[src/logic/hvc_pkg.sv]
// package: register map, fields and timing constants for the channel controller
package hvc_pkg;
   localparam int unsigned CLK_HZ        = 25_000_000;
   localparam int unsigned VW            = 16;
   localparam int unsigned IW            = 16;
   localparam int unsigned LABEL_CHARS   = 11;
   localparam logic [15:0] TRIP_CONST    = 16'h03E8;
   localparam logic [15:0] TRIP_OFF      = 16'h0000;
   localparam int unsigned TRIP_UNIT_MS  = 100;
   localparam int unsigned TRIP_TICK_CYC = CLK_HZ / 1000 * TRIP_UNIT_MS;
   localparam int unsigned RAMP_TICK_CYC = CLK_HZ;

   localparam logic [11:0] A_ADDR   = 12'h000;
   localparam logic [11:0] A_SWLIM  = 12'h004;
   localparam logic [11:0] A_HWLIM  = 12'h008;
   localparam logic [11:0] A_VSA    = 12'h00C;
   localparam logic [11:0] A_VSB    = 12'h010;
   localparam logic [11:0] A_ILA    = 12'h014;
   localparam logic [11:0] A_ILB    = 12'h018;
   localparam logic [11:0] A_RISE   = 12'h01C;
   localparam logic [11:0] A_FALL   = 12'h020;
   localparam logic [11:0] A_TRIP   = 12'h024;
   localparam logic [11:0] A_CTRL   = 12'h028;
   localparam logic [11:0] A_STAT   = 12'h02C;
   localparam logic [11:0] A_MVLT   = 12'h030;
   localparam logic [11:0] A_MCUR   = 12'h034;
   localparam logic [11:0] A_OUTV   = 12'h038;
   localparam logic [11:0] A_LABEL0 = 12'h040;
   localparam logic [11:0] A_LABEL1 = 12'h044;
   localparam logic [11:0] A_LABEL2 = 12'h048;

   // control register bits
   localparam int unsigned C_ON      = 0;
   localparam int unsigned C_RESTORE = 1;
   localparam int unsigned C_RAMPDN  = 2;
   localparam int unsigned C_CLR     = 3;
   // status register bits
   localparam int unsigned S_ON      = 0;
   localparam int unsigned S_OVCUR   = 1;
   localparam int unsigned S_TRIP    = 2;
   localparam int unsigned S_RAMP    = 3;
   localparam int unsigned S_LBLERR  = 4;

   localparam logic [31:0] ZERO32    = 32'h0000_0000;
   localparam logic [7:0]  CH_ZERO   = 8'h30;
   localparam logic [7:0]  CH_NINE   = 8'h39;
   localparam logic [7:0]  CH_UA     = 8'h41;
   localparam logic [7:0]  CH_UZ     = 8'h5A;
   localparam logic [7:0]  CH_LA     = 8'h61;
   localparam logic [7:0]  CH_LZ     = 8'h7A;
   localparam logic [7:0]  CH_HASH   = 8'h23;
   localparam logic [7:0]  CH_AMP    = 8'h26;
   localparam logic [7:0]  CH_PCT    = 8'h25;
   localparam logic [7:0]  CH_DOL    = 8'h24;
   localparam logic [7:0]  CH_STAR   = 8'h2A;
   localparam logic [7:0]  CH_USC    = 8'h5F;
   localparam logic [7:0]  CH_DASH   = 8'h2D;
   localparam logic [7:0]  CH_NUL    = 8'h00;

   typedef struct packed {
      logic        psel;
      logic        penable;
      logic        pwrite;
      logic [11:0] paddr;
      logic [31:0] pwdata;
   } hvc_apb_req_t;

   typedef struct packed {
      logic        prdata_valid;
      logic        pready;
      logic        pslverr;
      logic [31:0] prdata;
   } hvc_apb_rsp_t;

   typedef struct packed {
      logic [7:0] cluster;
      logic [7:0] slot;
      logic [7:0] chan;
   } hvc_addr_t;

   typedef enum logic {ST_IDLE, ST_ACCESS} hvc_unused_t;
endpackage

[src/logic/hvc_char_check.sv]
// leaf: checks one label character against the permitted set
`timescale 1ns/1ps
module hvc_char_check (
   input  wire logic [7:0] ch_i,
   output logic            ok_o
);
   import hvc_pkg::*;
   always_comb begin
      ok_o = (ch_i == CH_NUL)
          || (ch_i >= CH_ZERO && ch_i <= CH_NINE)
          || (ch_i >= CH_UA && ch_i <= CH_UZ)
          || (ch_i >= CH_LA && ch_i <= CH_LZ)
          || (ch_i == CH_HASH) || (ch_i == CH_AMP) || (ch_i == CH_PCT)
          || (ch_i == CH_DOL) || (ch_i == CH_STAR) || (ch_i == CH_USC)
          || (ch_i == CH_DASH);
   end
endmodule

[src/logic/hvc_channel.sv]
// top: one high-voltage channel controller with an APB register file
// How it works
// - channel address read-only, writes ignored
// - label up to 11 legal characters
// - voltage select picks setpoint a or b
// - current select picks limit a or b
// - rise no faster than rise rate
// - fall no faster than fall rate
// - off, ramp trip, disable ramp to zero
// - trip value 1000 never switches off
// - programmable protection regulates to current limit
// - fixed protection regulates only at hardware maximum
// - nonzero trip value other than 1000 counts, then switches off
// - reload trip counter on listed events
// - count down only during over-current
// - turn on needs no interlock, enabled
// - turn-on ramps from zero to setpoint
// - switching on clears alarms, reloads counter
// - restore option decides on state at start
// - trip kill cuts, trip ramp falls
// - software limit bounds programmed voltages
// - monitor values readable, not writable
// - hardware limit read-only, writes ignored
// - trip flag set at trip, cleared on on/clear
// - over-current flag when limit reached
//
// Chosen here: the APB slave port and the address map.
`timescale 1ns/1ps
module hvc_channel #(
   parameter int unsigned TRIP_TICK = hvc_pkg::TRIP_TICK_CYC,
   parameter int unsigned RAMP_TICK = hvc_pkg::RAMP_TICK_CYC,
   parameter bit          PROG_PROT = 1'b1
) (
   input  wire logic                 clk_i,
   input  wire logic                 arst_n_i,
   input  wire hvc_pkg::hvc_apb_req_t apb_req_i,
   output hvc_pkg::hvc_apb_rsp_t     apb_rsp_o,
   input  wire hvc_pkg::hvc_addr_t   chan_addr_i,
   input  wire logic [15:0]          hardware_voltage_limit_i,
   input  wire logic [15:0]          hardware_current_max_i,
   input  wire logic [15:0]          measured_voltage_i,
   input  wire logic [15:0]          measured_current_i,
   input  wire logic                 voltage_select_in_i,
   input  wire logic                 current_select_in_i,
   input  wire logic                 interlock_i,
   input  wire logic                 outputs_enabled_i,
   input  wire logic                 saved_on_i,
   output logic [15:0]               voltage_demand_o,
   output logic [15:0]               current_demand_o,
   output logic                      overcurrent_flag_o,
   output logic                      trip_flag_o,
   output logic                      channel_on_o
);
   import hvc_pkg::*;

   if (TRIP_TICK < 1 || RAMP_TICK < 1) begin : g_bad_tick
      $error("tick counts must be at least one");
   end

   logic [15:0] software_voltage_limit_ff;
   logic [15:0] voltage_setpoint_a_ff;
   logic [15:0] voltage_setpoint_b_ff;
   logic [15:0] current_limit_a_ff;
   logic [15:0] current_limit_b_ff;
   logic [15:0] rise_rate_ff;
   logic [15:0] fall_rate_ff;
   logic [15:0] trip_value_ff;
   logic        channel_on_request_ff;
   logic        restore_at_powerup_ff;
   logic        trip_shutdown_style_ff;
   logic [31:0] label_ff [3];
   logic        label_err_ff;
   logic        on_ff;
   logic        trip_ff;
   logic [15:0] trip_cnt_ff;
   logic [31:0] trip_div_ff;
   logic [31:0] ramp_div_ff;
   logic [15:0] vout_ff;
   logic [31:0] prdata_ff;
   logic        boot_ff;

   logic        wr_acc;
   logic        wr_on;
   logic        wr_trip;
   logic        wr_clr;
   logic        trip_tick;
   logic        ramp_tick;
   logic        overcurrent;
   logic        allowed;
   logic        expire;
   logic        ocf_q;
   logic [15:0] target;
   logic [15:0] setpoint;
   logic [15:0] cur_limit;
   logic [15:0] nxt_vout;
   logic [15:0] limited_wdata;
   logic [3:0]  char_ok;
   logic        label_ok;

   assign wr_acc = apb_req_i.psel & apb_req_i.penable & apb_req_i.pwrite;
   assign wr_on  = wr_acc && apb_req_i.paddr == A_CTRL && apb_req_i.pwdata[C_ON];
   assign wr_clr = wr_acc && apb_req_i.paddr == A_CTRL && apb_req_i.pwdata[C_CLR];
   assign wr_trip = wr_acc && apb_req_i.paddr == A_TRIP;

   // label character check on the written word
   genvar gi;
   for (gi = 0; gi < 4; gi++) begin : g_chk
      hvc_char_check u_chk (
         .ch_i (apb_req_i.pwdata[8*gi +: 8]),
         .ok_o (char_ok[gi])
      );
   end
   assign label_ok = &char_ok[3:0]
                  && !(apb_req_i.paddr == A_LABEL2 && apb_req_i.pwdata[31:24] != CH_NUL);

   // voltage writes bounded by the software limit
   assign limited_wdata = (apb_req_i.pwdata[15:0] > software_voltage_limit_ff)
                        ? software_voltage_limit_ff : apb_req_i.pwdata[15:0];

   always_ff @(posedge clk_i or negedge arst_n_i) begin
      if (!arst_n_i) begin
         software_voltage_limit_ff <= 16'hFFFF;
         voltage_setpoint_a_ff     <= 16'h0000;
         voltage_setpoint_b_ff     <= 16'h0000;
         current_limit_a_ff        <= 16'h0000;
         current_limit_b_ff        <= 16'h0000;
         rise_rate_ff              <= 16'h0001;
         fall_rate_ff              <= 16'h0001;
         trip_value_ff             <= TRIP_CONST;
         trip_shutdown_style_ff    <= 1'b0;
      end else if (wr_acc) begin
         unique case (apb_req_i.paddr)
            A_SWLIM: software_voltage_limit_ff <= apb_req_i.pwdata[15:0];
            A_VSA:   voltage_setpoint_a_ff <= limited_wdata;
            A_VSB:   voltage_setpoint_b_ff <= limited_wdata;
            A_ILA:   current_limit_a_ff <= apb_req_i.pwdata[15:0];
            A_ILB:   current_limit_b_ff <= apb_req_i.pwdata[15:0];
            A_RISE:  rise_rate_ff <= apb_req_i.pwdata[15:0];
            A_FALL:  fall_rate_ff <= apb_req_i.pwdata[15:0];
            A_TRIP:  trip_value_ff <= apb_req_i.pwdata[15:0];
            A_CTRL: begin
               trip_shutdown_style_ff <= apb_req_i.pwdata[C_RAMPDN];
            end
            default: ; // address, limit, monitors: read-only
         endcase
      end
   end

   // restore option survives a warm reset, so no reset branch
   always_ff @(posedge clk_i) begin
      if (wr_acc && apb_req_i.paddr == A_CTRL) begin
         restore_at_powerup_ff <= apb_req_i.pwdata[C_RESTORE];
      end
   end

   // label storage, rejected words flag an error
   always_ff @(posedge clk_i or negedge arst_n_i) begin
      if (!arst_n_i) begin
         label_ff[0]  <= ZERO32;
         label_ff[1]  <= ZERO32;
         label_ff[2]  <= ZERO32;
         label_err_ff <= 1'b0;
      end else if (wr_acc && (apb_req_i.paddr == A_LABEL0 || apb_req_i.paddr == A_LABEL1
                              || apb_req_i.paddr == A_LABEL2)) begin
         if (label_ok) begin
            label_ff[apb_req_i.paddr[3:2]] <= apb_req_i.pwdata;
            label_err_ff <= 1'b0;
         end else begin
            label_err_ff <= 1'b1;
         end
      end
   end

   // on request: software writes and start-up restore
   always_ff @(posedge clk_i or negedge arst_n_i) begin
      if (!arst_n_i) begin
         boot_ff               <= 1'b1;
         channel_on_request_ff <= 1'b0;
      end else begin
         boot_ff <= 1'b0;
         if (boot_ff) begin
            channel_on_request_ff <= restore_at_powerup_ff & saved_on_i;
         end else if (wr_acc && apb_req_i.paddr == A_CTRL) begin
            channel_on_request_ff <= apb_req_i.pwdata[C_ON];
         end
      end
   end

   assign allowed = !interlock_i && outputs_enabled_i;

   // selection of setpoint and limit
   assign setpoint  = voltage_select_in_i ? voltage_setpoint_b_ff : voltage_setpoint_a_ff;
   assign cur_limit = current_select_in_i ? current_limit_b_ff : current_limit_a_ff;
   assign overcurrent = measured_current_i >= cur_limit;

   // tick dividers
   always_ff @(posedge clk_i or negedge arst_n_i) begin
      if (!arst_n_i) begin
         trip_div_ff <= ZERO32;
         ramp_div_ff <= ZERO32;
      end else begin
         trip_div_ff <= trip_tick ? ZERO32 : trip_div_ff + 32'h1;
         ramp_div_ff <= ramp_tick ? ZERO32 : ramp_div_ff + 32'h1;
      end
   end
   assign trip_tick = trip_div_ff == 32'(TRIP_TICK - 1);
   assign ramp_tick = ramp_div_ff == 32'(RAMP_TICK - 1);

   // trip counter
   assign expire = on_ff && overcurrent && trip_tick && trip_value_ff != TRIP_CONST
                && trip_value_ff != TRIP_OFF && trip_cnt_ff == 16'h0001;
   always_ff @(posedge clk_i or negedge arst_n_i) begin
      if (!arst_n_i) begin
         trip_cnt_ff <= TRIP_CONST;
      end else if (wr_trip) begin
         trip_cnt_ff <= apb_req_i.pwdata[15:0];
      end else if (wr_clr || wr_on || !overcurrent) begin
         trip_cnt_ff <= trip_value_ff;
      end else if (on_ff && trip_tick && trip_cnt_ff != 16'h0000
                   && trip_value_ff != TRIP_CONST) begin
         trip_cnt_ff <= trip_cnt_ff - 16'h0001;
      end
   end

   // channel on state and trip flag
   always_ff @(posedge clk_i or negedge arst_n_i) begin
      if (!arst_n_i) begin
         on_ff   <= 1'b0;
         trip_ff <= 1'b0;
      end else begin
         if (expire) begin
            on_ff   <= 1'b0;
            trip_ff <= 1'b1;
         end else begin
            if (!channel_on_request_ff || !allowed) begin
               on_ff <= 1'b0;
            end else if (wr_on || (boot_ff == 1'b0 && !on_ff && !trip_ff)) begin
               on_ff <= 1'b1;
            end
            if (wr_on || wr_clr) begin
               trip_ff <= 1'b0;
            end
         end
      end
   end

   // ramp generator
   assign target = !on_ff ? 16'h0000
                 : (setpoint > software_voltage_limit_ff ? software_voltage_limit_ff
                    : setpoint);
   always_comb begin
      nxt_vout = vout_ff;
      if (expire && !trip_shutdown_style_ff) begin
         nxt_vout = 16'h0000;
      end else if (ramp_tick && vout_ff < target) begin
         nxt_vout = (target - vout_ff > rise_rate_ff) ? vout_ff + rise_rate_ff : target;
      end else if (ramp_tick && vout_ff > target) begin
         nxt_vout = (vout_ff - target > fall_rate_ff) ? vout_ff - fall_rate_ff : target;
      end
   end
   always_ff @(posedge clk_i or negedge arst_n_i) begin
      if (!arst_n_i) begin
         vout_ff <= 16'h0000;
      end else begin
         vout_ff <= nxt_vout;
      end
   end

   // demand outputs to the analog stage
   always_ff @(posedge clk_i or negedge arst_n_i) begin
      if (!arst_n_i) begin
         voltage_demand_o   <= 16'h0000;
         current_demand_o   <= 16'h0000;
         overcurrent_flag_o <= 1'b0;
      end else begin
         voltage_demand_o   <= (vout_ff > hardware_voltage_limit_i)
                             ? hardware_voltage_limit_i : vout_ff;
         current_demand_o   <= PROG_PROT ? cur_limit : hardware_current_max_i;
         overcurrent_flag_o <= overcurrent;
      end
   end
   assign trip_flag_o  = trip_ff;
   assign channel_on_o = on_ff;

   // read data
   always_ff @(posedge clk_i or negedge arst_n_i) begin
      if (!arst_n_i) begin
         prdata_ff <= ZERO32;
      end else if (apb_req_i.psel && !apb_req_i.penable && !apb_req_i.pwrite) begin
         unique case (apb_req_i.paddr)
            A_ADDR:   prdata_ff <= {8'h00, chan_addr_i};
            A_SWLIM:  prdata_ff <= {16'h0000, software_voltage_limit_ff};
            A_HWLIM:  prdata_ff <= {16'h0000, hardware_voltage_limit_i};
            A_VSA:    prdata_ff <= {16'h0000, voltage_setpoint_a_ff};
            A_VSB:    prdata_ff <= {16'h0000, voltage_setpoint_b_ff};
            A_ILA:    prdata_ff <= {16'h0000, current_limit_a_ff};
            A_ILB:    prdata_ff <= {16'h0000, current_limit_b_ff};
            A_RISE:   prdata_ff <= {16'h0000, rise_rate_ff};
            A_FALL:   prdata_ff <= {16'h0000, fall_rate_ff};
            A_TRIP:   prdata_ff <= {trip_cnt_ff, trip_value_ff};
            A_CTRL:   prdata_ff <= {28'h0000000, 1'b0, trip_shutdown_style_ff,
                                    restore_at_powerup_ff, channel_on_request_ff};
            A_STAT:   prdata_ff <= {27'h0000000, label_err_ff, vout_ff != target,
                                    trip_ff, overcurrent, on_ff};
            A_MVLT:   prdata_ff <= {16'h0000, measured_voltage_i};
            A_MCUR:   prdata_ff <= {16'h0000, measured_current_i};
            A_OUTV:   prdata_ff <= {16'h0000, vout_ff};
            A_LABEL0: prdata_ff <= label_ff[0];
            A_LABEL1: prdata_ff <= label_ff[1];
            A_LABEL2: prdata_ff <= label_ff[2];
            default:  prdata_ff <= ZERO32;
         endcase
      end
   end
   assign apb_rsp_o.prdata       = prdata_ff;
   assign apb_rsp_o.pready       = 1'b1;
   assign apb_rsp_o.pslverr      = 1'b0;
   assign apb_rsp_o.prdata_valid = apb_req_i.psel & apb_req_i.penable & ~apb_req_i.pwrite;

   assign ocf_q = overcurrent_flag_o;

   AST_TRIP_OFF: assert property (@(posedge clk_i) disable iff (!arst_n_i)
      expire |=> !on_ff && trip_ff)
      else $error("trip did not switch channel off");
   AST_CONST_MODE: assert property (@(posedge clk_i) disable iff (!arst_n_i)
      trip_value_ff == TRIP_CONST && on_ff && overcurrent && channel_on_request_ff && allowed
      |=> on_ff && !trip_ff)
      else $error("constant current mode tripped");
   AST_RISE: assert property (@(posedge clk_i) disable iff (!arst_n_i)
      (vout_ff > $past(vout_ff)) |-> (vout_ff - $past(vout_ff) <= $past(rise_rate_ff)))
      else $error("rise faster than rate");
   AST_FALL: assert property (@(posedge clk_i) disable iff (!arst_n_i)
      (vout_ff < $past(vout_ff) && !$past(expire))
      |-> ($past(vout_ff) - vout_ff <= $past(fall_rate_ff)))
      else $error("fall faster than rate");
   AST_KILL: assert property (@(posedge clk_i) disable iff (!arst_n_i)
      expire && !trip_shutdown_style_ff |=> vout_ff == 16'h0000)
      else $error("kill did not cut output");
   AST_INTERLOCK: assert property (@(posedge clk_i) disable iff (!arst_n_i)
      !allowed |=> !on_ff)
      else $error("channel on while blocked");
   AST_RELOAD: assert property (@(posedge clk_i) disable iff (!arst_n_i)
      (!overcurrent && !wr_trip) |=> trip_cnt_ff == $past(trip_value_ff))
      else $error("trip counter not reloaded");
   AST_OVERCUR: assert property (@(posedge clk_i) disable iff (!arst_n_i)
      overcurrent |=> ocf_q)
      else $error("overcurrent flag missing");
   AST_CLAMP: assert property (@(posedge clk_i) disable iff (!arst_n_i)
      target <= software_voltage_limit_ff)
      else $error("target above software limit");
endmodule

[config.mk]
export PLATFORM = sky130hd
export DESIGN_NAME = hvc_channel
export DESIGN_NICKNAME = d
export VERILOG_FILES = /design/src/logic/hvc_pkg.sv /design/src/logic/hvc_char_check.sv /design/src/logic/hvc_channel.sv
export SDC_FILE = /design/constraint.sdc
export NUM_CORES = 1
export LEC_CHECK = 0
export ABC_AREA = 1
export BUFFER_PORTS_ARGS = -buffer_cell sky130_fd_sc_hd__buf_4
export CAP_MARGIN = 20
export CELL_PAD_IN_SITES_DETAIL_PLACEMENT = 2
export CELL_PAD_IN_SITES_GLOBAL_PLACEMENT = 2
export CORE_MARGIN = 3
export CORE_UTILIZATION = 39
export CTS_CLUSTER_DIAMETER = 120
export CTS_CLUSTER_SIZE = 30
export DETAILED_ROUTE_END_ITERATION = 12
export PLACE_DENSITY_LB_ADDON = 0.1
export SLEW_MARGIN = 20
export SYNTH_ARGS = -nofsm -noshare
export SYNTH_HDL_FRONTEND = slang
export SYNTH_HIERARCHICAL = 1
export SYNTH_SLANG_ARGS = --single-unit
[constraint.sdc]
create_clock -name clk_i -period 7.96 [get_ports clk_i]
set_clock_uncertainty 0.15 [all_clocks]
set_input_delay 0.796 -clock clk_i [delete_from_list [all_inputs] [get_ports clk_i]]
set_output_delay 0.796 -clock clk_i [all_outputs]
set_load 0.01 [all_outputs]
==> out/metrics.yaml, run 1 <==
cells_and_area:
  area_growth_pct: 11.2
  finish.instance_area_um2: 28400
  design.final.nets: 3800
  layout-drive-gt1-share: 0.112
sta:
  min_period_over_period: 0.869
  hold-worst-slack_ns: 0.0566
  final_hold_viol_count: 0
  final.setup.tns_ns: 0
  worst_slew_pin_slew_ns: 1.08
  final_worst_slack_ns: 1.04
  timing.slew.headroom: 0.283
  grt_setup_unrepaired: "no"
  setup-violations-final: 0
  timing_max_transition_violations_final: 0
  final.min_clock_period_ns: 6.92
  achievable-frequency_ghz: 0.145
die:
  floorplan.die_area_um2: 68500
  placementRows: 93
  chipHeight_um: 262
  die_x_um: 262
  floorplan.initialDensity: 0.395
  total_i_o_pin_count: 212
  coreArea_um2: 64600
clocking:
  cts.reportedPaths.clkPinSlew_ns: 0.14
  cts_setup_buffers: 0
  clock-root-buffer: "clkbuf_16"
  clock-sinks: 392
  tritoncts: "built"
  cts_max_level: 1
  cts-buffers-inserted: 17
  cts-root-to-sink-buffers: 3
  ctsHoldBuffers: 0
  worst_skew_pair.late_latency_ns: 0.60
  cts_resized: 0
synthesis:
  netlist-cell-type-count: 72
  number_of_synthesized_flops_with_an_enable_pin: 1
  ys_seq_area_frac: 0.386
  post_synth_main_area_contributors: "dfrtp_1, nand2_1, ha_1"
  yosysMostFrequentCell: "nand2_1"
  synthTopCellsByCount: "nand2_1, inv_1, dfrtp_1"
  async_reset_ff_frac: 0.997
  yosysWarnings: 6
  synth-main-ff-cell: "dfrtp_1"
  postSynthRegisterBits: 392
  post_synth.cell_area_avg_um2: 7.60
  synth_largest_area_cell: "dfrtp_1"
  synth_largest_type_area_fraction: 0.353
  synth_cells: 3357
  syn-cell-area_um2: 25500
critical_path:
  critical_path.endpoint: "vout_ff[9]$_DFFE_PN0P_"
  worstPathMaxFanout: 28
  setup.reg_to_reg.worst_slack_ns: 1.11
  crit_cells: 29
  worst_r2r_end: "vout_ff[9]$_DFFE_PN0P_"
  crit_start: "voltage_select_in_i"
  timing.critical_path.mode_cell: "nand2_1"
  worst-endpoint-arrival_ns: 7.27
  timing.critical_path.slowest_cell_delay_ns: 0.64
  critPathCaptureType: "flop"
  r2r-start: "voltage_setpoint_a_ff[11]$_DFFE_PN0P_"
  crit_buf_inv: 4
  class_of_the_most_critical_setup_path: "input pin to flop"
  path_delay_family: "simple AND/OR/NAND/NOR gates"
  cp.required_ns: 8.31
  worstSetupStartpointType: "input pin"
  reg2reg_depth: 29
  critPathSlowestCell: "o21ai_0"
power:
  pwr-share-clk: 0.299
  power_switching_mw: 1.23
  combPwrFrac: 0.169
  seqPwrFrac: 0.532
  ir_worst_vdd_v: 0.000121
  power_per_cell_area_nw_per_um2: 137
  power.leakage_nw: 13.8
  switching_share: 0.314
  int_power_mw: 2.68
status:
  status: "complete, no violations"
drt:
  drtIter0Drc: 2552
  number_of_detailed_routing_iterations_run_before_antenna_repair: 6
  final_antenna_net_count: 0
  drc: 0
  average_wire_per_standard_cell_um: 28.0
  vias_per_cell: 6.02
  total_via_count_after_detailed_routing: 26300
  routed_wl_mm: 122
min_path:
  holdCritPathClass: "input pin to async pin"
grt:
  grt_first_pass_wirelength_mm: 179
  grt_pass1_vias: 27600
  number_of_antenna_violations_at_the_first_check_in_global_routing: 14
  largest_net_degree_at_the_start_of_global_routing: 146
  remaining_overflow_grt: 0
  grt.total_usage: 0.350
placement:
  place.gp.congestion: 0.981
  hpwlAfterDp_mm: 94.5
  post_detailed_placement_cell_area_um2: 27800
  port_buffers: 193
  detailedPlace.worstSlack_ns: 0.641
job:
  cap_viol_max_count: 0
worst min-delay path by stage:
| stage | startpoint | endpoint |
|---|---|---|
| floorplan | ramp_div_ff[0]$_DFF_PN0_ | ramp_div_ff[0]$_DFF_PN0_ |
| global placement | trip_div_ff[0]$_DFF_PN0_ | trip_div_ff[0]$_DFF_PN0_ |
| detailed placement | ramp_div_ff[0]$_DFF_PN0_ | ramp_div_ff[0]$_DFF_PN0_ |
| CTS | arst_n_i | trip_div_ff[14]$_DFF_PN0_ |
| global route | arst_n_i | trip_div_ff[11]$_DFF_PN0_ |
| finish | arst_n_i | trip_div_ff[14]$_DFF_PN0_ |
worst register-to-register path: cells and delay by family (launching register included):
kind,cells,cell delay [ns]
DFF,1,0.36
adders and majority gates,3,1.12
and+or+nand+nor,17,2.68
buffers and inverters,4,0.70
AOI/OAI and AO/OA,5,1.77
placed cells by master, fill, tap and decap left out, types with 5 or more instances in the layout:
cell type,netlist,final
clkbuf_1,75,9
o22ai_1,20,20
nand4_1,59,59
dfrtp_1,360,360
a21oi_1,138,138
clkbuf_16,0,17
a21oi_2,6,6
nand2_1,808,807
o41ai_1,5,5
nor4_1,28,27
inv_2,23,23
nand2_2,10,11
nor3_2,7,7
a221oi_1,34,34
nor3_1,51,51
o21ai_0,357,357
nand3_2,4,7
nor4_2,6,7
o21ai_1,17,17
nor2_4,7,7
nand3_1,194,191
a21o_1,9,9
o21a_1,7,7
o2111ai_1,26,26
xnor2_1,18,18
inv_1,443,443
a31oi_1,6,6
dfstp_2,31,31
ha_1,158,158
xor2_1,68,68
nor2_1,190,186
nor2_2,18,22
a211oi_1,13,13
o221ai_1,11,11
a22o_1,32,32
o211ai_1,25,25
buf_4,10,223
cell type report:
class	instances	area, um2
clock inverter	3	41.3
sequential	392	9850
antenna	4	10.0
multi-input combinational	2387	13400
fill	7520	36200
tap	855	1070
timing repair buffer	227	1740
inverter	471	1780
clock buffer	27	473
registers in the layout (all words and copies together), names as in the netlist, 32 cells and up:
signal and flops:
label_ff 96, ramp_div_ff 32, prdata_ff 32, trip_div_ff 32
power by group through the flow:
stage / registers (mW) / logic (mW) / clock network (mW)
after global placement: 2.11 / 0.611 / 0
after floorplan: 2.11 / 0.344 / 0
after detailed placement: 2.11 / 0.644 / 0
after global routing: 2.08 / 0.724 / 1.24
after CTS: 2.08 / 0.649 / 1.19
final: 2.08 / 0.658 / 1.17
kinds of logic after synthesis:
| kind of cell | count (synthesis) | share of synthesized area |
|---|---|---|
| compound gates | 731 | 0.172 |
| xor+xnor | 86 | 0.0295 |
| fa+ha+maj | 162 | 0.0806 |
| buf+inv | 579 | 0.0892 |
| flops | 392 | 0.386 |
| other cells | 2 | 0.000294 |
| simple gates | 1405 | 0.242 |
through the flow:
| stage | power [mW] | util | instances |
|---|---|---|---|
| finish | 3.90 | 0.440 | 4366 |
| global route | 4.04 | 0.440 | 4364 |
| floorplan | 2.45 | - | 3358 |
| CTS | 3.91 | 0.439 | 4361 |
| global placement | 2.72 | 0.431 | 4331 |
| detailed placement | 2.76 | 0.431 | 4331 |
metal layers:
layer,vias up,routed length [um],GRT usage
met2,1000,53100,0.540
li1,11500,-,-
met3,211,10300,0.0721
met1,13600,54300,0.492
met4,6,4430,0.112
met5,-,37,0
No activity file was read; power rests on OpenSTA's default activity.
==> inputs of run 2 (changes only) <==
--- a/config.mk
+++ b/config.mk
@@ -11,7 +11,7 @@
 export CELL_PAD_IN_SITES_DETAIL_PLACEMENT = 2
 export CELL_PAD_IN_SITES_GLOBAL_PLACEMENT = 2
 export CORE_MARGIN = 3
-export CORE_UTILIZATION = 39
+export CORE_UTILIZATION = 38
 export CTS_CLUSTER_DIAMETER = 120
 export CTS_CLUSTER_SIZE = 30
 export DETAILED_ROUTE_END_ITERATION = 12
@@ -19,5 +19,4 @@
 export SLEW_MARGIN = 20
 export SYNTH_ARGS = -nofsm -noshare
 export SYNTH_HDL_FRONTEND = slang
-export SYNTH_HIERARCHICAL = 1
 export SYNTH_SLANG_ARGS = --single-unit
==> run 2 against run 1 <==
Synthesized area decreased by 1.4%. Maximum frequency increased by 0.92%. Utilization decreased by 0.53 points. Register-to-register slack improved by 0.03 ns. Global-route usage decreased by 1.2 points. First-iteration DRC count decreased by 27%. Critical endpoint is now vout_ff[14]$_DFFE_PN0P_. Final cell count decreased by 0.25%. Sequential cell count unchanged. Via count decreased by 3.5%.
==> out/metrics.yaml, run 2 <==
cells_and_area:
  final_cell_mix: "nand2_1, inv_1, dfrtp_1, o21ai_0, buf_4"
  top_register: "label_ff"
  largest_register_ff_count: 96  # unchanged
  area_growth_pct: 12.1
  area.sequential_um2: 9850  # unchanged
  design.final.nets: 3789  # -0.29%
  finish.instance_area_um2: 28200  # -0.67%
  filler_cell_count: 7572  # +0.69%
  multi_input_comb_area_um2: 13100  # -2.8%
  layout-drive-gt1-share: 0.101  # -0.0108
  most_common_library_cell_in_the_layout_ignoring_fill_and_taps: "nand2_1"
critical_path:
  class_of_the_most_critical_setup_path: "input pin to flop"
  cp.required_ns: 8.29  # -0.02 ns
  timing.critical_path.slowest_cell_delay_ns: 0.54  # -0.10 ns
  critPathSlowestCell: "nor3_1"
  worst-endpoint-arrival_ns: 7.19  # -0.08 ns
  worstPathMaxFanout: 27  # -3.6%
  worstSetupStartpointType: "input pin"
  timing.critical_path.mode_cell: "nand2_1"
  critPathCaptureType: "flop"
synthesis:
  post_synth.cell_area_avg_um2: 7.54  # -0.80%
  syn-cell-area_um2: 25200  # -1.4%
  yosysWarnings: 0  # -6
  synth_largest_type_area_fraction: 0.358  # +0.00507
  postSynthRegisterBits: 392  # unchanged
  synth_cells: 3336  # -0.63%
  netlist-cell-type-count: 64  # -11%
  number_of_synthesized_flops_with_an_enable_pin: 1  # unchanged
  synthTopCellsByCount: "nand2_1, inv_1, dfrtp_1"
  async_reset_ff_frac: 0.997  # unchanged
  synth-main-ff-cell: "dfrtp_1"
  post_synth_main_area_contributors: "dfrtp_1, nand2_1, ha_1"
  ys_seq_area_frac: 0.392  # +0.00555
  yosysMostFrequentCell: "nand2_1"
  synth_largest_area_cell: "dfrtp_1"
sta:
  timing_max_transition_violations_final: 0  # unchanged
  achievable-frequency_ghz: 0.146  # +0.92%
  final.setup.tns_ns: 0  # unchanged
  worst_slew_pin_slew_ns: 1.15  # +0.0791 ns
  setup-violations-final: 0  # unchanged
  final_hold_viol_count: 0  # unchanged
  min_period_over_period: 0.861  # -0.00796
  final.min_clock_period_ns: 6.85  # -0.0633 ns
  grt_setup_unrepaired: "no"
  timing.slew.headroom: 0.211  # -0.0719
clocking:
  cts-buffers-inserted: 18  # +1
  cts_resized: 0  # unchanged
  tritoncts: "built"
  clock-root-buffer: "clkbuf_16"
  worst_skew_pair.late_latency_ns: 0.58  # -0.02 ns
  clock-sinks: 392  # unchanged
  cts_max_level: 1  # unchanged
  ctsHoldBuffers: 0  # unchanged
  cts.reportedPaths.clkPinSlew_ns: 0.13  # about the same
  cts_setup_buffers: 0  # unchanged
  cts-root-to-sink-buffers: 3  # unchanged
status:
  status: "complete, no violations"
drt:
  average_wire_per_standard_cell_um: 27.3  # -2.5%
  vias_per_cell: 5.83  # -3.3%
  final_antenna_net_count: 0  # unchanged
  number_of_detailed_routing_iterations_run_before_antenna_repair: 5  # -1
  routed_wl_mm: 119  # -2.7%
  drtIter0Drc: 1868  # -27%
  drc: 0  # unchanged
  total_via_count_after_detailed_routing: 25400  # -3.5%
die:
  coreArea_um2: 64900  # +0.54%
  total_i_o_pin_count: 212  # unchanged
  chipHeight_um: 263  # +0.57%
  die_x_um: 263  # +0.57%
  placementRows: 93  # unchanged
  floorplan.initialDensity: 0.388  # -0.00769
  floorplan.die_area_um2: 69300  # +1.1%
placement:
  port_buffers: 193  # unchanged
  post_detailed_placement_cell_area_um2: 27600  # -0.85%
  place.gp.congestion: 0.973  # -0.75%
  hpwlAfterDp_mm: 93.9  # -0.62%
grt:
  largest_net_degree_at_the_start_of_global_routing: 147  # +0.68%
  grt.total_usage: 0.338  # -0.0122
  grt_pass1_vias: 27700  # +0.35%
  grt_first_pass_wirelength_mm: 178  # -0.40%
  number_of_antenna_violations_at_the_first_check_in_global_routing: 9  # -5
  remaining_overflow_grt: 0  # unchanged
power:
  power_per_cell_area_nw_per_um2: 142  # +3.1%
  ir_worst_vdd_v: 0.000111  # -8.1%
  power.leakage_nw: 13.4  # -2.7%
min_path:
  holdCritPathClass: "input pin to async pin"
job:
  cap_viol_max_count: 0  # unchanged
## run 2: routing by layer
metal / global-route usage / vias to the layer above / part of all wire / wire (um)
li1: - / 11400 / - / -
met2: 0.559 / 696 / 0.46 / 55200
met5: 0 / - / 0.00029 / 35
met1: 0.446 / 13100 / 0.43 / 50800
met4: 0.130 / 4 / 0.046 / 5520
met3: 0.0512 / 186 / 0.061 / 7280
## run 2: final timing paths
path	slack, ns	depth (start not counted)	from	to
setup / recovery	1.11	36	voltage_select_in_i	vout_ff[14]$_DFFE_PN0P_
hold / removal	0.12	1	arst_n_i	current_demand_o[1]$_DFF_PN0_
setup reg to reg	1.14	35	voltage_setpoint_a_ff[5]$_DFFE_PN0P_	vout_ff[14]$_DFFE_PN0P_
hold reg to reg	0.32	1	trip_div_ff[0]$_DFF_PN0_	trip_div_ff[0]$_DFF_PN0_
max in group asynchronous	6.11	2	arst_n_i	trip_div_ff[12]$_DFF_PN0_
min in group clk_i	0.25	2	interlock_i	channel_on_o$_DFFE_PN0P_
## run 2: cells by family after synthesis
| group | after synthesis | synth area share |
|---|---|---|
| buf+inv | 597 | 0.0906 |
| flops | 392 | 0.392 |
| simple gates | 1316 | 0.225 |
| mux | 12 | 0.00477 |
| compound gates | 762 | 0.174 |
| fa+ha+maj | 162 | 0.0818 |
| other cells | 2 | 0.000298 |
| xor+xnor | 93 | 0.0324 |
## run 2: report_power, final
group          switching [mW]  total [mW]  internal, mW
Sequential             0.0478        2.09          2.04
Clock                   0.765        1.23         0.469
Combinational           0.459       0.673         0.214
Total                    1.27        4.00          2.72
## run 2: per-stage QoR
stage / power [mW] / util / cells / hold WS (ns) / worst slack (ns)
floorplan: 2.45 / - / 3337 / 0.283 / 1.94
global placement: 2.75 / 0.425 / 4319 / 0.301 / 1.12
detailed placement: 2.79 / 0.425 / 4319 / 0.307 / 0.803
CTS: 4.02 / 0.434 / 4351 / 0.168 / 1.29
global route: 4.16 / 0.434 / 4352 / 0.198 / 0.524
finish: 4.00 / 0.434 / 4355 / 0.117 / 1.11
## run 2: layout make-up
cell class / instances / share of cell area
Tap cell: 855 / 0.0379
Inverter: 487 / 0.0648
Antenna cell: 3 / 0.000266
Clock inverter: 5 / 0.00235
Multi-Input combinational cell: 2348 / 0.463
Timing Repair Buffer: 238 / 0.0645
Clock buffer: 27 / 0.0179
Sequential cell: 392 / 0.349
## run 2: worst max-delay path, delay by kind of cell
kind            cells  cell delay [ns]
compound gates      8             1.70
xor+xnor            1             0.15
fa+ha+maj           3             0.89
buf+inv             6             1.29
simple gates       18             2.33
